==> config.mk <==
export PLATFORM = sky130hd
export DESIGN_NAME = sas_sequencer
export DESIGN_NICKNAME = d
export VERILOG_FILES = /design/src/include/sas_pkg.sv /design/src/sas_sar_core.sv /design/src/sas_sequencer.sv
export SDC_FILE = /design/constraint.sdc
export NUM_CORES = 1
export LEC_CHECK = 0
export ABC_AREA = 1
export BUFFER_PORTS_ARGS = -buffer_cell sky130_fd_sc_hd__buf_2
export CORE_MARGIN = 4
export CORE_UTILIZATION = 45
export CTS_BUF_LIST = sky130_fd_sc_hd__clkbuf_8
export DETAILED_ROUTE_END_ITERATION = 6
export HOLD_SLACK_MARGIN = 0.06
export PLACE_DENSITY = 0.66
export SLEW_MARGIN = 20
export SYNTH_ARGS = -nofsm -noshare
export SYNTH_HDL_FRONTEND = slang
export SYNTH_SLANG_ARGS = --single-unit
==> constraint.sdc <==
create_clock -name clk -period 3.2 [get_ports clk]
set_input_delay 0.32 -clock clk [delete_from_list [all_inputs] [get_ports clk]]
set_output_delay 0.32 -clock clk [all_outputs]
set_load 0.02 [all_outputs]
==> src/include/sas_pkg.sv <==
/*
 * shared constants for the successive-approximation converter sequencer:
 * register addresses, field positions, reset values and machine-cycle counts.
 * assumes an 8-bit special function register space.
 */
package sas_pkg;
   localparam int SAS_DATA_W = 8;
   localparam logic [7:0] SAS_ADDR_CONVERTER_CONTROL = 8'hD8;
   localparam logic [7:0] SAS_ADDR_CONVERSION_RESULT = 8'hD9;
   localparam logic [7:0] SAS_ADDR_REFERENCE_PROGRAM_START = 8'hDA;
   // converter_control fields
   localparam int SAS_CTL_CHAN_LSB = 0;
   localparam int SAS_CTL_CHAN_W = 3;
   localparam int SAS_CTL_BUSY_BIT = 4;
   // reference_program_start fields
   localparam int SAS_REF_LOW_LSB = 0;
   localparam int SAS_REF_HIGH_LSB = 4;
   localparam int SAS_REF_SEL_W = 4;
   localparam logic [7:0] SAS_REF_DIRECT_VALUE = 8'h00;
   // reset values
   localparam logic [2:0] SAS_CTL_CHAN_RESET = 3'h0;
   localparam logic [7:0] SAS_RESULT_RESET = 8'h00;
   localparam logic [7:0] SAS_REF_RESET = 8'h00;
   localparam logic [7:0] SAS_UNMAPPED_READ = 8'h00;
   // timing in machine cycles and the first trial code
   localparam int SAS_CONV_MC = 15;
   localparam int SAS_SAMPLE_MC = 7;
   localparam logic [3:0] SAS_LAST_SAMPLE_CNT = 4'(SAS_SAMPLE_MC - 1);
   localparam logic [3:0] SAS_LAST_CNT = 4'(SAS_CONV_MC - 1);
   localparam logic [7:0] SAS_TRIAL_FIRST = 8'h80;
endpackage : sas_pkg

==> src/sas_sar_core.sv <==
/*
 * successive-approximation register: keeps the trial code and the bit under test.
 * assumes load and step are single-cycle strobes from the sequencer and that
 * above reports held input at or above the current trial level.
 */
`timescale 1ns/10ps
`default_nettype none
module sas_sar_core
   import sas_pkg::*;
#(
   parameter int WIDTH = SAS_DATA_W
) (
   input wire logic clk,
   input wire logic rst_n,
   input wire logic ce,
   input wire logic load,
   input wire logic step,
   input wire logic above,
   output logic [WIDTH-1:0] trial,
   output logic [WIDTH-1:0] code
);
   typedef struct packed {
      logic [WIDTH-1:0] trial;
      logic [WIDTH-1:0] mask;
   } sas_sar_s;

   sas_sar_s r;
   sas_sar_s next_r;

   always_comb begin
      next_r = r;
      if (load) begin
         next_r.trial = {1'b1, {(WIDTH-1){1'b0}}};
         next_r.mask = {1'b1, {(WIDTH-1){1'b0}}};
      end else if (step) begin
         // drop the tested bit when input is below, then try the next lower one
         if (!above) begin
            next_r.trial = r.trial & ~r.mask;
         end
         next_r.trial = next_r.trial | (r.mask >> 1);
         next_r.mask = r.mask >> 1;
      end
   end

   always_ff @(posedge clk or negedge rst_n) begin
      if (!rst_n) begin
         r <= '0;
      end else if (ce) begin
         r <= next_r;
      end
   end

   assign trial = r.trial;
   // decided bits plus the bit under test, kept when above is set and cleared when it is not
   assign code = (above ? r.trial : (r.trial & ~r.mask));
endmodule : sas_sar_core
`default_nettype wire

==> src/sas_sequencer.sv <==
/*
 * control logic of an 8-bit successive-approximation converter: three special
 * function registers, sample and hold, eight-step bit decision, reference selection.
 * assumes mc_tick pulses once per core machine cycle on clk, and that the analog
 * comparator output arrives asynchronously on cmp_above.
 */
`timescale 1ns/10ps
`default_nettype none
// How it works
// - writing reference_program_start starts a conversion
// - value 00H selects external references directly, no internal division
// - a write during conversion aborts it and restarts with the new value
// - each finished conversion loads its 8-bit code into conversion_result
// - with no conversion, conversion_result is plain read/write storage
// - a conversion, sampling included, lasts exactly 15 machine cycles
// - duration is fixed, independent of the input value
// - first step compares against half span, deciding the top bit
// - later trial levels are built from bits already decided
// - eight decision steps, most to least significant bit
// - input sampled at start and held until the conversion ends
// - code runs 00H at reference low to FFH at reference high
// - internal low and high each pick one of 16 equal span fractions
// - one of eight analog channels feeds the converter via a multiplexer
module sas_sequencer
   import sas_pkg::*;
(
   input wire logic clk,
   input wire logic rst_n,
   input wire logic ce,
   input wire logic mc_tick,
   input wire logic [7:0] sfr_addr,
   input wire logic sfr_wr,
   input wire logic sfr_rd,
   input wire logic [7:0] sfr_wdata,
   output logic [7:0] sfr_rdata,
   input wire logic cmp_above,
   output logic [2:0] adc_channel,
   output logic sample_track,
   output logic [7:0] trial_code,
   output logic ref_direct,
   output logic [3:0] internal_ref_low,
   output logic [3:0] internal_ref_high,
   output logic conv_busy,
   output logic conv_done
);
   typedef struct packed {
      logic [2:0] chan;
      logic [7:0] refprog;
      logic [7:0] result;
      logic busy;
      logic [3:0] cnt;
      logic done;
      logic [7:0] rdata;
      logic cmp_meta;
      logic cmp_sync;
   } sas_seq_s;

   sas_seq_s r;
   sas_seq_s next_r;
   logic ref_write;
   logic ctl_write;
   logic res_write;
   logic start;
   logic sample_end;
   logic step;
   logic finish;
   logic [7:0] sar_trial;
   logic [7:0] sar_code;

   assign ref_write = sfr_wr && (sfr_addr == SAS_ADDR_REFERENCE_PROGRAM_START);
   assign ctl_write = sfr_wr && (sfr_addr == SAS_ADDR_CONVERTER_CONTROL);
   assign res_write = sfr_wr && (sfr_addr == SAS_ADDR_CONVERSION_RESULT);
   assign start = ref_write;
   // count advances only on machine cycles, never on the input value
   assign sample_end = r.busy && mc_tick && (r.cnt == SAS_LAST_SAMPLE_CNT) && !start;
   assign step = r.busy && mc_tick && (r.cnt > SAS_LAST_SAMPLE_CNT) && !start;
   assign finish = r.busy && mc_tick && (r.cnt == SAS_LAST_CNT) && !start;

   sas_sar_core #(
      .WIDTH(SAS_DATA_W)
   ) u_sar (
      .clk(clk),
      .rst_n(rst_n),
      .ce(ce),
      .load(sample_end),
      .step(step),
      .above(r.cmp_sync),
      .trial(sar_trial),
      .code(sar_code)
   );

   always_comb begin
      next_r = r;
      next_r.done = 1'b0;
      // comparator crosses from the analog side
      next_r.cmp_meta = cmp_above;
      next_r.cmp_sync = r.cmp_meta;
      // channel is not guarded; changing it mid-conversion is the caller's hazard
      if (ctl_write) begin
         next_r.chan = sfr_wdata[SAS_CTL_CHAN_LSB +: SAS_CTL_CHAN_W];
      end
      if (res_write && !r.busy) begin
         next_r.result = sfr_wdata;
      end
      if (start) begin
         next_r.refprog = sfr_wdata;
         next_r.busy = 1'b1;
         next_r.cnt = '0;
      end else if (r.busy && mc_tick) begin
         next_r.cnt = r.cnt + 4'h1;
         if (finish) begin
            next_r.busy = 1'b0;
            next_r.cnt = '0;
            next_r.result = sar_code;
            next_r.done = 1'b1;
         end
      end
      if (sfr_rd) begin
         case (sfr_addr)
            SAS_ADDR_CONVERTER_CONTROL: begin
               next_r.rdata = '0;
               next_r.rdata[SAS_CTL_CHAN_LSB +: SAS_CTL_CHAN_W] = r.chan;
               next_r.rdata[SAS_CTL_BUSY_BIT] = r.busy;
            end
            SAS_ADDR_CONVERSION_RESULT: begin
               next_r.rdata = r.result;
            end
            SAS_ADDR_REFERENCE_PROGRAM_START: begin
               next_r.rdata = r.refprog;
            end
            default: begin
               next_r.rdata = SAS_UNMAPPED_READ;
            end
         endcase
      end
   end

   always_ff @(posedge clk or negedge rst_n) begin
      if (!rst_n) begin
         r.chan <= SAS_CTL_CHAN_RESET;
         r.refprog <= SAS_REF_RESET;
         r.result <= SAS_RESULT_RESET;
         r.busy <= 1'b0;
         r.cnt <= '0;
         r.done <= 1'b0;
         r.rdata <= SAS_UNMAPPED_READ;
         r.cmp_meta <= 1'b0;
         r.cmp_sync <= 1'b0;
      end else if (ce) begin
         r <= next_r;
      end
   end

   assign sfr_rdata = r.rdata;
   assign adc_channel = r.chan;
   // track while sampling, hold from the first decision to the end
   assign sample_track = r.busy && (r.cnt <= SAS_LAST_SAMPLE_CNT);
   assign trial_code = (r.busy && (r.cnt > SAS_LAST_SAMPLE_CNT)) ? sar_trial : 8'h00;
   assign ref_direct = (r.refprog == SAS_REF_DIRECT_VALUE);
   assign internal_ref_low = r.refprog[SAS_REF_LOW_LSB +: SAS_REF_SEL_W];
   assign internal_ref_high = r.refprog[SAS_REF_HIGH_LSB +: SAS_REF_SEL_W];
   assign conv_busy = r.busy;
   assign conv_done = r.done;
endmodule : sas_sequencer
`default_nettype wire

==> results.toml, run 1 <==
[sta]
relSlewSlack = 0.501
period_share = 0.681
fmax_ghz = 0.459
rsz0062_at_grt = "false"
slew_viol_final = 0
finalSetupViolations = 0
fin_skew_ps = 6.98
fin_hold_ws_ps = 68.0
final-hold-violation-count = 0
period_needed_ps = 2180
tightest_slew_ps = 748
tns_ps = 0

[finish]
stdcell_area_mm2 = 0.00332
diodes = 0
nets = 440
drive_gt1_frac = 0.281
nFillCells = 665
syn_to_final_growth_pct = 8.77

[clock_network]
post_cts_resized = 0
htree_levels = 2
cts_tree = "yes"
postCtsSetupRepairBufs = 0
cts_sinks = 51
clockRootBuffer = "clkbuf_8"
clk_path_buf_depth = 2
path_clk_slew_ps = 90
clk_latency_ps = 310
cts_buffers = 5
hold_buffers = 0

[logic_synthesis]
avgSynthCellArea_um2 = 7.95
ys_seq_area_frac = 0.418
synth_seq_cells = 51
yosys_warnings = 0
synth_fp_nets = 409
yosysUniqueCellTypes = 31
syn_area_mm2 = 0.00305
synthCells = 384

[worst_setup_path]
critPathCaptureType = "primary output"
cp_slowest_cell = "dfrtp_1"
required_ps = 2880
cp_max_fo = 8
worst-setup-path-type = "reg -> out"
max_stage_delay_ps = 420
arrival_ps = 1860
crit_chain = "inv_1, ha_1, o21ai_0, nand2_1, nor2_1, buf_2"
reg2regPathDepth = 7
cp-start-kind = "flip-flop"

[route]
first_pass_iters = 4
drc_errors = 0
drt-initial-drc-count = 114
wl_um = 6290
ant_nets = 0
post_drt_wl_per_cell_um = 12.8
vias = 2438
viasPerCell = 4.95

[grt]
grt_max_degree = 35
use_met3 = 0.0392
use_met2 = 0.272
grt_busiest_layer = "met2"
grt_pass1_vias = 2401
grt_pass1_wl_um = 11400
grt_overflow = 0
grt_use_total = 0.166
antenna_found_initial = 0
grt_use_met1 = 0.221

[outcome]
status = "complete, no violations"

[floorplanning]
coreArea_mm2 = 0.00646
die_x_um = 90.4
fp.dieH_um = 90.4
die-area_mm2 = 0.00817
initial_utilization = 0.473
rows = 29
ioPinCount = 54

[placed_design]
io_buffers = 53
place_area_mm2 = 0.00320
gp_congestion = 0.846
dp_hpwl_um = 4790

[pwr]
power_leakage_nw = 1.80
power.density_mw_per_mm2 = 536
ir_drop_mv = 0.301

[worst_hold_path]
hp-class = "in -> async"

[job]
drv_cap = 0
## kinds of logic (layout without fill, tap and decap cells)
kind of cell | count (synthesis) | after routing | synth area share
XOR/XNOR | 1 | 1 | 0.00287
adder cells (fa/ha/maj) | 2 | 2 | 0.00820
AND/OR/NAND/NOR | 206 | 206 | 0.334
AO/OA/AOI/OAI | 49 | 49 | 0.109
flip-flops | 51 | 51 | 0.418
buffers and inverters | 75 | 107 | 0.128
## sequential cells by signal (all words and copies together) (netlist names)
register / count
conv_done: 1
u_sar.trial: 8
next_r: 1
internal_ref_high: 4
conv_busy: 1
r: 13
adc_channel: 3
sfr_rdata: 8
internal_ref_low: 4
u_sar.r: 8
## critical path: cells and delay by family, from the launching register on
kind	cells	cell delay, ps
AND/OR/NAND/NOR	2	410
buffers and inverters	2	260
adder cells (fa/ha/maj)	1	220
AO/OA/AOI/OAI	1	260
flip-flops	1	420
## cells in the mapped netlist
| cell | instances | area, µm² |
|---|---|---|
| dfrtp_1 | 51 | 1280 |
| nand2_1 | 125 | 469 |
| ha_1 | 2 | 25.0 |
| inv_4 | 1 | 6.26 |
| buf_6 | 3 | 33.8 |
| a21oi_2 | 1 | 8.76 |
| nand3_2 | 1 | 10.0 |
| a21oi_1 | 7 | 35.0 |
| nand3_4 | 3 | 52.6 |
| nor2_8 | 2 | 40.0 |
| o21ai_2 | 22 | 193 |
| nand4_1 | 12 | 75.1 |
| nand3b_1 | 1 | 7.51 |
| nand2_4 | 2 | 22.5 |
| nand3_1 | 26 | 130 |
| nor2_4 | 4 | 45.0 |
| inv_2 | 2 | 7.51 |
| nor3_4 | 1 | 16.3 |
| nor4_1 | 1 | 6.26 |
| or2_2 | 7 | 43.8 |
| o22ai_1 | 1 | 6.26 |
| o21ai_1 | 9 | 45.0 |
| clkbuf_1 | 2 | 7.51 |
| nor2_1 | 12 | 45.0 |
| xnor2_1 | 1 | 8.76 |
| clkinv_1 | 5 | 18.8 |
| nand2_2 | 9 | 56.3 |
| o21ai_0 | 9 | 45.0 |
| inv_1 | 37 | 139 |
| buf_4 | 21 | 158 |
| buf_2 | 4 | 20.0 |
## layout by cell type, fill, tap and decap left out, types with 7 or more instances in the layout
master,Yosys,routed
a21oi_1,7,7
buf_2,4,53
dfrtp_1,51,51
inv_1,37,37
nand2_1,125,125
nand2_2,9,9
nand3_1,26,26
nand4_1,12,12
nor2_1,12,12
o21ai_0,9,9
o21ai_1,9,9
o21ai_2,22,22
or2_2,7,7
## layer usage
layer  wire [µm]  up-vias  part of all wire
li1            -     1271                 -
met1        3030     1099              0.48
met2        2870       59              0.46
met3         313        9             0.050
met4          77        0             0.012
met5           0        -                 0
## power by group
part	switching, mW	internal, mW
Combinational	0.313	0.180
Clock	0.217	0.253
Sequential	0.0899	0.727
## per-stage QoR
stage                     worst slack (ps)  power (mW)   util  instances
after CTS                             1010        1.79  0.514        493
after global routing                   870        1.90  0.514        493
final                                 1020        1.78  0.514        493
after detailed placement              1080        1.33  0.496        485
after floorplan                       1530        1.20      -        384
after global placement                1150        1.32  0.496        485
## final cells by class
type	instances	area [µm²]	share of cell area
multi-input cells	258	1390	0.417
flip-flops and latches	51	1280	0.384
repair buffers	54	273	0.0821
inverters	45	171	0.0516
well taps	77	96.3	0.0290
clock buffers	6	82.6	0.0249
clock inverters	2	35.0	0.0106
## worst paths after layout
check,to,slack [ps],startpoint
max in group asynchronous,r[0],2400,rst_n
worst min-delay path,adc_channel[0],70,rst_n
worst max-delay path,trial_code[2],1020,r[11]
min in group clk,next_r[0],250,cmp_above
worst max register to register,u_sar.trial[2],1360,r[11]
worst min register to register,sfr_rdata[0],480,sfr_rdata[0]
No activity file was read; power rests on OpenSTA's default activity.
==> inputs of run 2 (changes only) <==
- ABC_AREA: 1 -> 0
- PLACE_DENSITY: 0.66 -> 0.67
- clock period: 3.2 -> 2.1 ns (I/O delays scaled with it)
==> run 2 against run 1 <==
Compared with the run above:
- global-route usage increased by 0.15 points
- clock skew about the same
- synthesized cell count decreased by 34%
- design area decreased by 8.0%
- non-clock buffer count increased by 10
- highest routed layer unchanged
==> results.toml, run 2 <==
[worst_setup_path]
crit_chain = "inv_2, ha_4, inv_1, a31oi_2, nor2b_2, buf_4, and2_1, buf_2"
worst-setup-path-type = "reg -> out"
critPathTopFamily = "flip-flops"
critPathCaptureType = "primary output"
required_ps = 1890
cp_num_buf_inv = 4
arrival_ps = 1800
max_stage_delay_ps = 450
cp_slowest_cell = "dfrtp_2"
cp-start-kind = "flip-flop"
path_depth = 8
rr_startpoint = "r[12]"
r2r_end = "u_sar.trial[5]"
rrSetupSlack_ps = 300
cp_max_fo = 6
reg2regPathDepth = 6

[finish]
drive_gt1_frac = 0.340
layout_commonest_cell = "buf_2"
nFillCells = 506
nets = 319
multiInputGateArea_mm2 = 0.00121
seq_area_mm2 = 0.00128
regMostFlops = "r"
final_cell_mix = "53 x buf_2, 49 x dfrtp_1, 28 x nand2_1"
largest_register_ffs = 13
syn_to_final_growth_pct = 13.4
diodes = 0

[logic_synthesis]
post_synth_and_or_nand_nor_area_fraction = 0.188
synth_top_family_by_area = "simple AND/OR/NAND/NOR gates"
avgSynthCellArea_um2 = 10.7
synth_top_area_frac = 0.474
synthMuxAreaShare = 0.0729
synth.cells.most_frequent = "51 x dfrtp_1, 28 x nand2_1, 22 x buf_4, 15 x a21oi_1, 12 x mux2_2"
synth_top_flop_cell = "dfrtp_1"
synthCells = 253
synth_xor_area_frac = 0
ys_seq_area_frac = 0.474
synth_edf_count = 0
async_reset_ff_frac = 1.00
synth_fp_nets = 278
synth-compound-area-share = 0.170
synth.most_common_cell = "dfrtp_1"
yosys_warnings = 0
yosys.area_share.adder = 0.00929
yosys.area.top_type = "dfrtp_1"
synth_seq_cells = 51
synthTopCellsByArea = "dfrtp_1 47%, buf_4 6.1%, mux2_2 5.0%"
syn_area_mm2 = 0.00270
yosysUniqueCellTypes = 46

[clock_network]
htree_levels = 2
cts_sinks = 51
path_clk_slew_ps = 80
clk_latency_ps = 300
clockRootBuffer = "clkbuf_8"
cts_buffers = 5
clk_path_buf_depth = 2
cts_tree = "yes"

[grt]
grt_pass1_wl_um = 9820
antenna_found_initial = 0
grt_use_total = 0.168
grt_pass1_vias = 1998
grt_max_degree = 26
grt_overflow = 0

[pwr]
combPwrFrac = 0.126
p_sw_mw = 0.495
power_leakage_nw = 1.43
internal_power_mw = 1.48
power.density_mw_per_mm2 = 646
p_sw_frac = 0.251
ir_drop_mv = 0.316
clkPwrFrac = 0.334
power.share.sequential = 0.540
design_power_total_mw = 1.97

[route]
vias = 2044
wl_um = 6050
ant_nets = 0
first_pass_iters = 4
drc_errors = 0
viasPerCell = 5.58
post_drt_wl_per_cell_um = 16.5
drt-initial-drc-count = 120

[sta]
rsz0062_at_grt = "false"
tightest_slew_ps = 602
finalSetupViolations = 0
finalWorstSetupSlack_ps = 85.8
fin_hold_ws_ps = 149
relSlewSlack = 0.598
fmax_ghz = 0.496
fin_skew_ps = 7.43
slew_viol_final = 0
final-hold-violation-count = 0
period_share = 0.959
period_needed_ps = 2010
tns_ps = 0

[placed_design]
io_buffers = 53
gp_congestion = 0.862
dp_hpwl_um = 4600
pre_cts_ws_ps = 135

[worst_hold_path]
hp-class = "in -> reg"
min_to = "next_r[0]"
min_from = "cmp_above"
hold_depth = 2

[floorplanning]
die-area_mm2 = 0.00729
rows = 27
coreArea_mm2 = 0.00564
fp.dieH_um = 85.4
die_x_um = 85.4
ioPinCount = 54
initial_utilization = 0.478

[job]
drv_cap = 0

[outcome]
status = "complete, no violations"
## run 2: cell count changes after synthesis, sizes merged, moves of 10 or more
cell | before | now
nand3 | 30 | 11
o21ai | 40 | 7
inv | 40 | 6
and2 | 0 | 10
nand2 | 136 | 28
mux2 | 0 | 13
nor2 | 18 | 8
## run 2: cell families after synthesis
group	Yosys count
AOI/OAI and AO/OA	61
adders and majority gates	2
buffers and inverters	36
DFF	51
muxes	18
and+or+nand+nor	85
## run 2: power by group through the flow
stage	Clock (mW)	Sequential, mW	Combinational [mW]
after detailed placement	0	1.08	0.219
after global placement	0	1.08	0.213
after floorplan	0	1.07	0.148
after CTS	0.669	1.06	0.225
final	0.659	1.07	0.248
after global routing	0.717	1.07	0.272
## run 2: worst max path at each step
| stage | from | to |
|---|---|---|
| 2_1_floorplan | r[11] | trial_code[0] |
| 3_3_place_gp | r[11] | trial_code[7] |
| 3_5_place_dp | r[11] | trial_code[7] |
| 4_1_cts | r[11] | trial_code[7] |
| 5_1_grt | r[11] | trial_code[7] |
| 6_report | r[11] | trial_code[7] |
## run 2: timing repair
item | CTS | global route
setup endpoints to repair | 8 | 9
setup buffers | 2 | 1
resized for setup | 1 | 6
hold buffers | 1 | 0
endpoints found under the hold margin | 23 | 0
pin swaps | 0 | 0
## run 2: layout make-up
type                            count  share of cell area
Inverter                            6             0.00737
Clock inverter                      2              0.0123
Clock buffer                        5              0.0225
Timing Repair Buffer               64               0.115
Sequential cell                    51               0.418
Tap cell                           72              0.0295
Multi-Input combinational cell    166               0.395
## run 2: per-layer routing
metal | vias up | GRT usage | wire length [µm]
li1 | 987 | - | -
met1 | 990 | 0.226 | 2710
met2 | 54 | 0.267 | 2930
met3 | 13 | 0.0427 | 307
met4 | 0 | 0.0475 | 95
met5 | - | 0 | 0
## run 2: worst reg2reg max path, stage by stage (launching register included)
cell	delay, ps
dfrtp_2	480
ha_4	200
inv_1	60
a31oi_2	110
buf_4	180
or3_1	490
o2bb2ai_1	200
## run 2: through the flow
stage / util / area, µm² / std cells
3_3_place_gp: 0.513 / 2890 / 355
4_1_cts: 0.537 / 3030 / 365
3_5_place_dp: 0.513 / 2890 / 355
5_1_grt: 0.542 / 3060 / 366
2_1_floorplan: - / 2700 / 253
6_report: 0.542 / 3060 / 366
==> inputs of run 3 (changes only) <==
- SETUP_SLACK_MARGIN: not set -> 0.2
==> run 3 against run 2 <==
Compared with the run above:
- setup slack improved by 210 ps
- wire length rose by 0.61%
- total power rose by 1.3%
- utilization up 1.1 points
- maximum frequency is 12% higher
- non-clock buffer count is 2 higher
- flip-flop and latch count is the same
==> results.toml, run 3 (synthesis gave the netlist of run 2 again) <==
[outcome]
status = "complete, no violations"

[worst_setup_path]
cp-start-kind = "flip-flop"
required_ps = 1890
crit_path_end = "trial_code[6]"
critPathCaptureType = "primary output"
reg2regPathDepth = 6
crit_path_start = "r[12]"
r2r_end = "u_sar.trial[5]"
arrival_ps = 1600
rrSetupSlack_ps = 400
worst-setup-path-type = "reg -> out"
rr_startpoint = "r[12]"
cp_max_fo = 7

[route]
ant_nets = 0
vias = 2051
viasPerCell = 5.57
first_pass_iters = 4
drt-initial-drc-count = 126
drc_errors = 0
wl_um = 6080
post_drt_wl_per_cell_um = 16.5

[finish]
final_util = 0.553
seq_area_mm2 = 0.00128
layout_commonest_cell = "dfrtp_1"
multiInputGateArea_mm2 = 0.00123
syn_to_final_growth_pct = 15.8
nFillCells = 495
diodes = 0
final_cells = 368
largest_register_ffs = 13
drive_gt1_frac = 0.351
final_cell_mix = "50 x dfrtp_1, 48 x buf_2, 28 x nand2_1"
regMostFlops = "r"
nets = 321
stdcell_area_mm2 = 0.00312

[worst_hold_path]
hp-class = "in -> reg"

[job]
drv_cap = 0

[sta]
tns_ps = 0
final-hold-violation-count = 0
relSlewSlack = 0.595
finalSetupViolations = 0
tightest_slew_ps = 606
period_share = 0.860
period_needed_ps = 1810
slew_viol_final = 0
finalWorstSetupSlack_ps = 294
fin_skew_ps = 9.12
fmax_ghz = 0.554
rsz0062_at_grt = "false"

[grt]
grt_pass1_wl_um = 9960
grt_overflow = 0
grt_use_total = 0.170
grt_pass1_vias = 2031
grt_max_degree = 26
antenna_found_initial = 0

[floorplanning]
fp.dieH_um = 85.4
rows = 27
die_x_um = 85.4
initial_utilization = 0.478
coreArea_mm2 = 0.00564
die-area_mm2 = 0.00729
ioPinCount = 54

[placed_design]
io_buffers = 53
dp_hpwl_um = 4600
place_area_mm2 = 0.00289
pre_cts_ws_ps = 135
dp_cells = 355
gp_congestion = 0.862

[clock_network]
clk_latency_ps = 290
cts_sinks = 51
htree_levels = 2
cts_tree = "yes"
clk_path_buf_depth = 2
cts_buffers = 5
path_clk_slew_ps = 90
clockRootBuffer = "clkbuf_8"

[pwr]
ir_drop_mv = 0.315
power_leakage_nw = 1.45
power.density_mw_per_mm2 = 641
run 3: changes by cell type in the layout (fill, tap and decap cells not counted), sizes merged:
| cell | previous run | this run |
|---|---|---|
| buf | 63 | 65 |
run 3: worst min-delay path by stage:
stage                      start                    to  slack (ps)  cells past startpoint
floorplan                  rst_n        adc_channel[0]         -90                      0
global placement           rst_n          sfr_rdata[3]         240                      1
detailed placement         rst_n          sfr_rdata[5]         240                      1
CTS                    cmp_above             next_r[0]         150                      2
global route           cmp_above             next_r[0]         130                      2
finish              sfr_wdata[5]  internal_ref_high[1]         150                      2
run 3: power breakdown:
group	internal, mW	switching, mW
Sequential	1.02	0.0368
Combinational	0.131	0.161
Clock	0.348	0.308
run 3: area by class of cell:
class,count,area share
tap,72,0.0289
multi-input combinational,166,0.393
clock buffer,5,0.0221
sequential,51,0.409
clock inverter,2,0.0120
timing repair buffer,66,0.127
inverter,6,0.00722
run 3: worst max-delay path, stage by stage, from the launching register on:
cell,delay [ps]
dfrtp_2,430
buf_4,170
a31oi_4,210
nor2b_4,70
buf_6,120
and2_1,150
buf_4,150
run 3: per-stage QoR:
step	power, mW	hold slack [ps]
after detailed placement	1.30	241
final	2.00	154
after global placement	1.29	236
after floorplan	1.21	-85.6
after global routing	2.10	135
after CTS	1.99	148
run 3: timing repair:
action | 4_1_cts | 5_1_grt
setup buffers | 4 | 1
pin swaps | 1 | 1
hold buffers | 1 | 0
resized for setup | 6 | 15
endpoints found under the setup margin | 9 | 9
gates cloned | 0 | 0
hold endpoints to repair | 23 | 0
run 3: metal layers:
metal,share of wire,GRT usage,wire length [µm],up-vias
met5,0,0,0,-
met3,0.060,0.0447,365,6
li1,-,-,-,987
met2,0.50,0.265,3030,67
met1,0.43,0.230,2640,991
met4,0.0087,0.0576,53,0
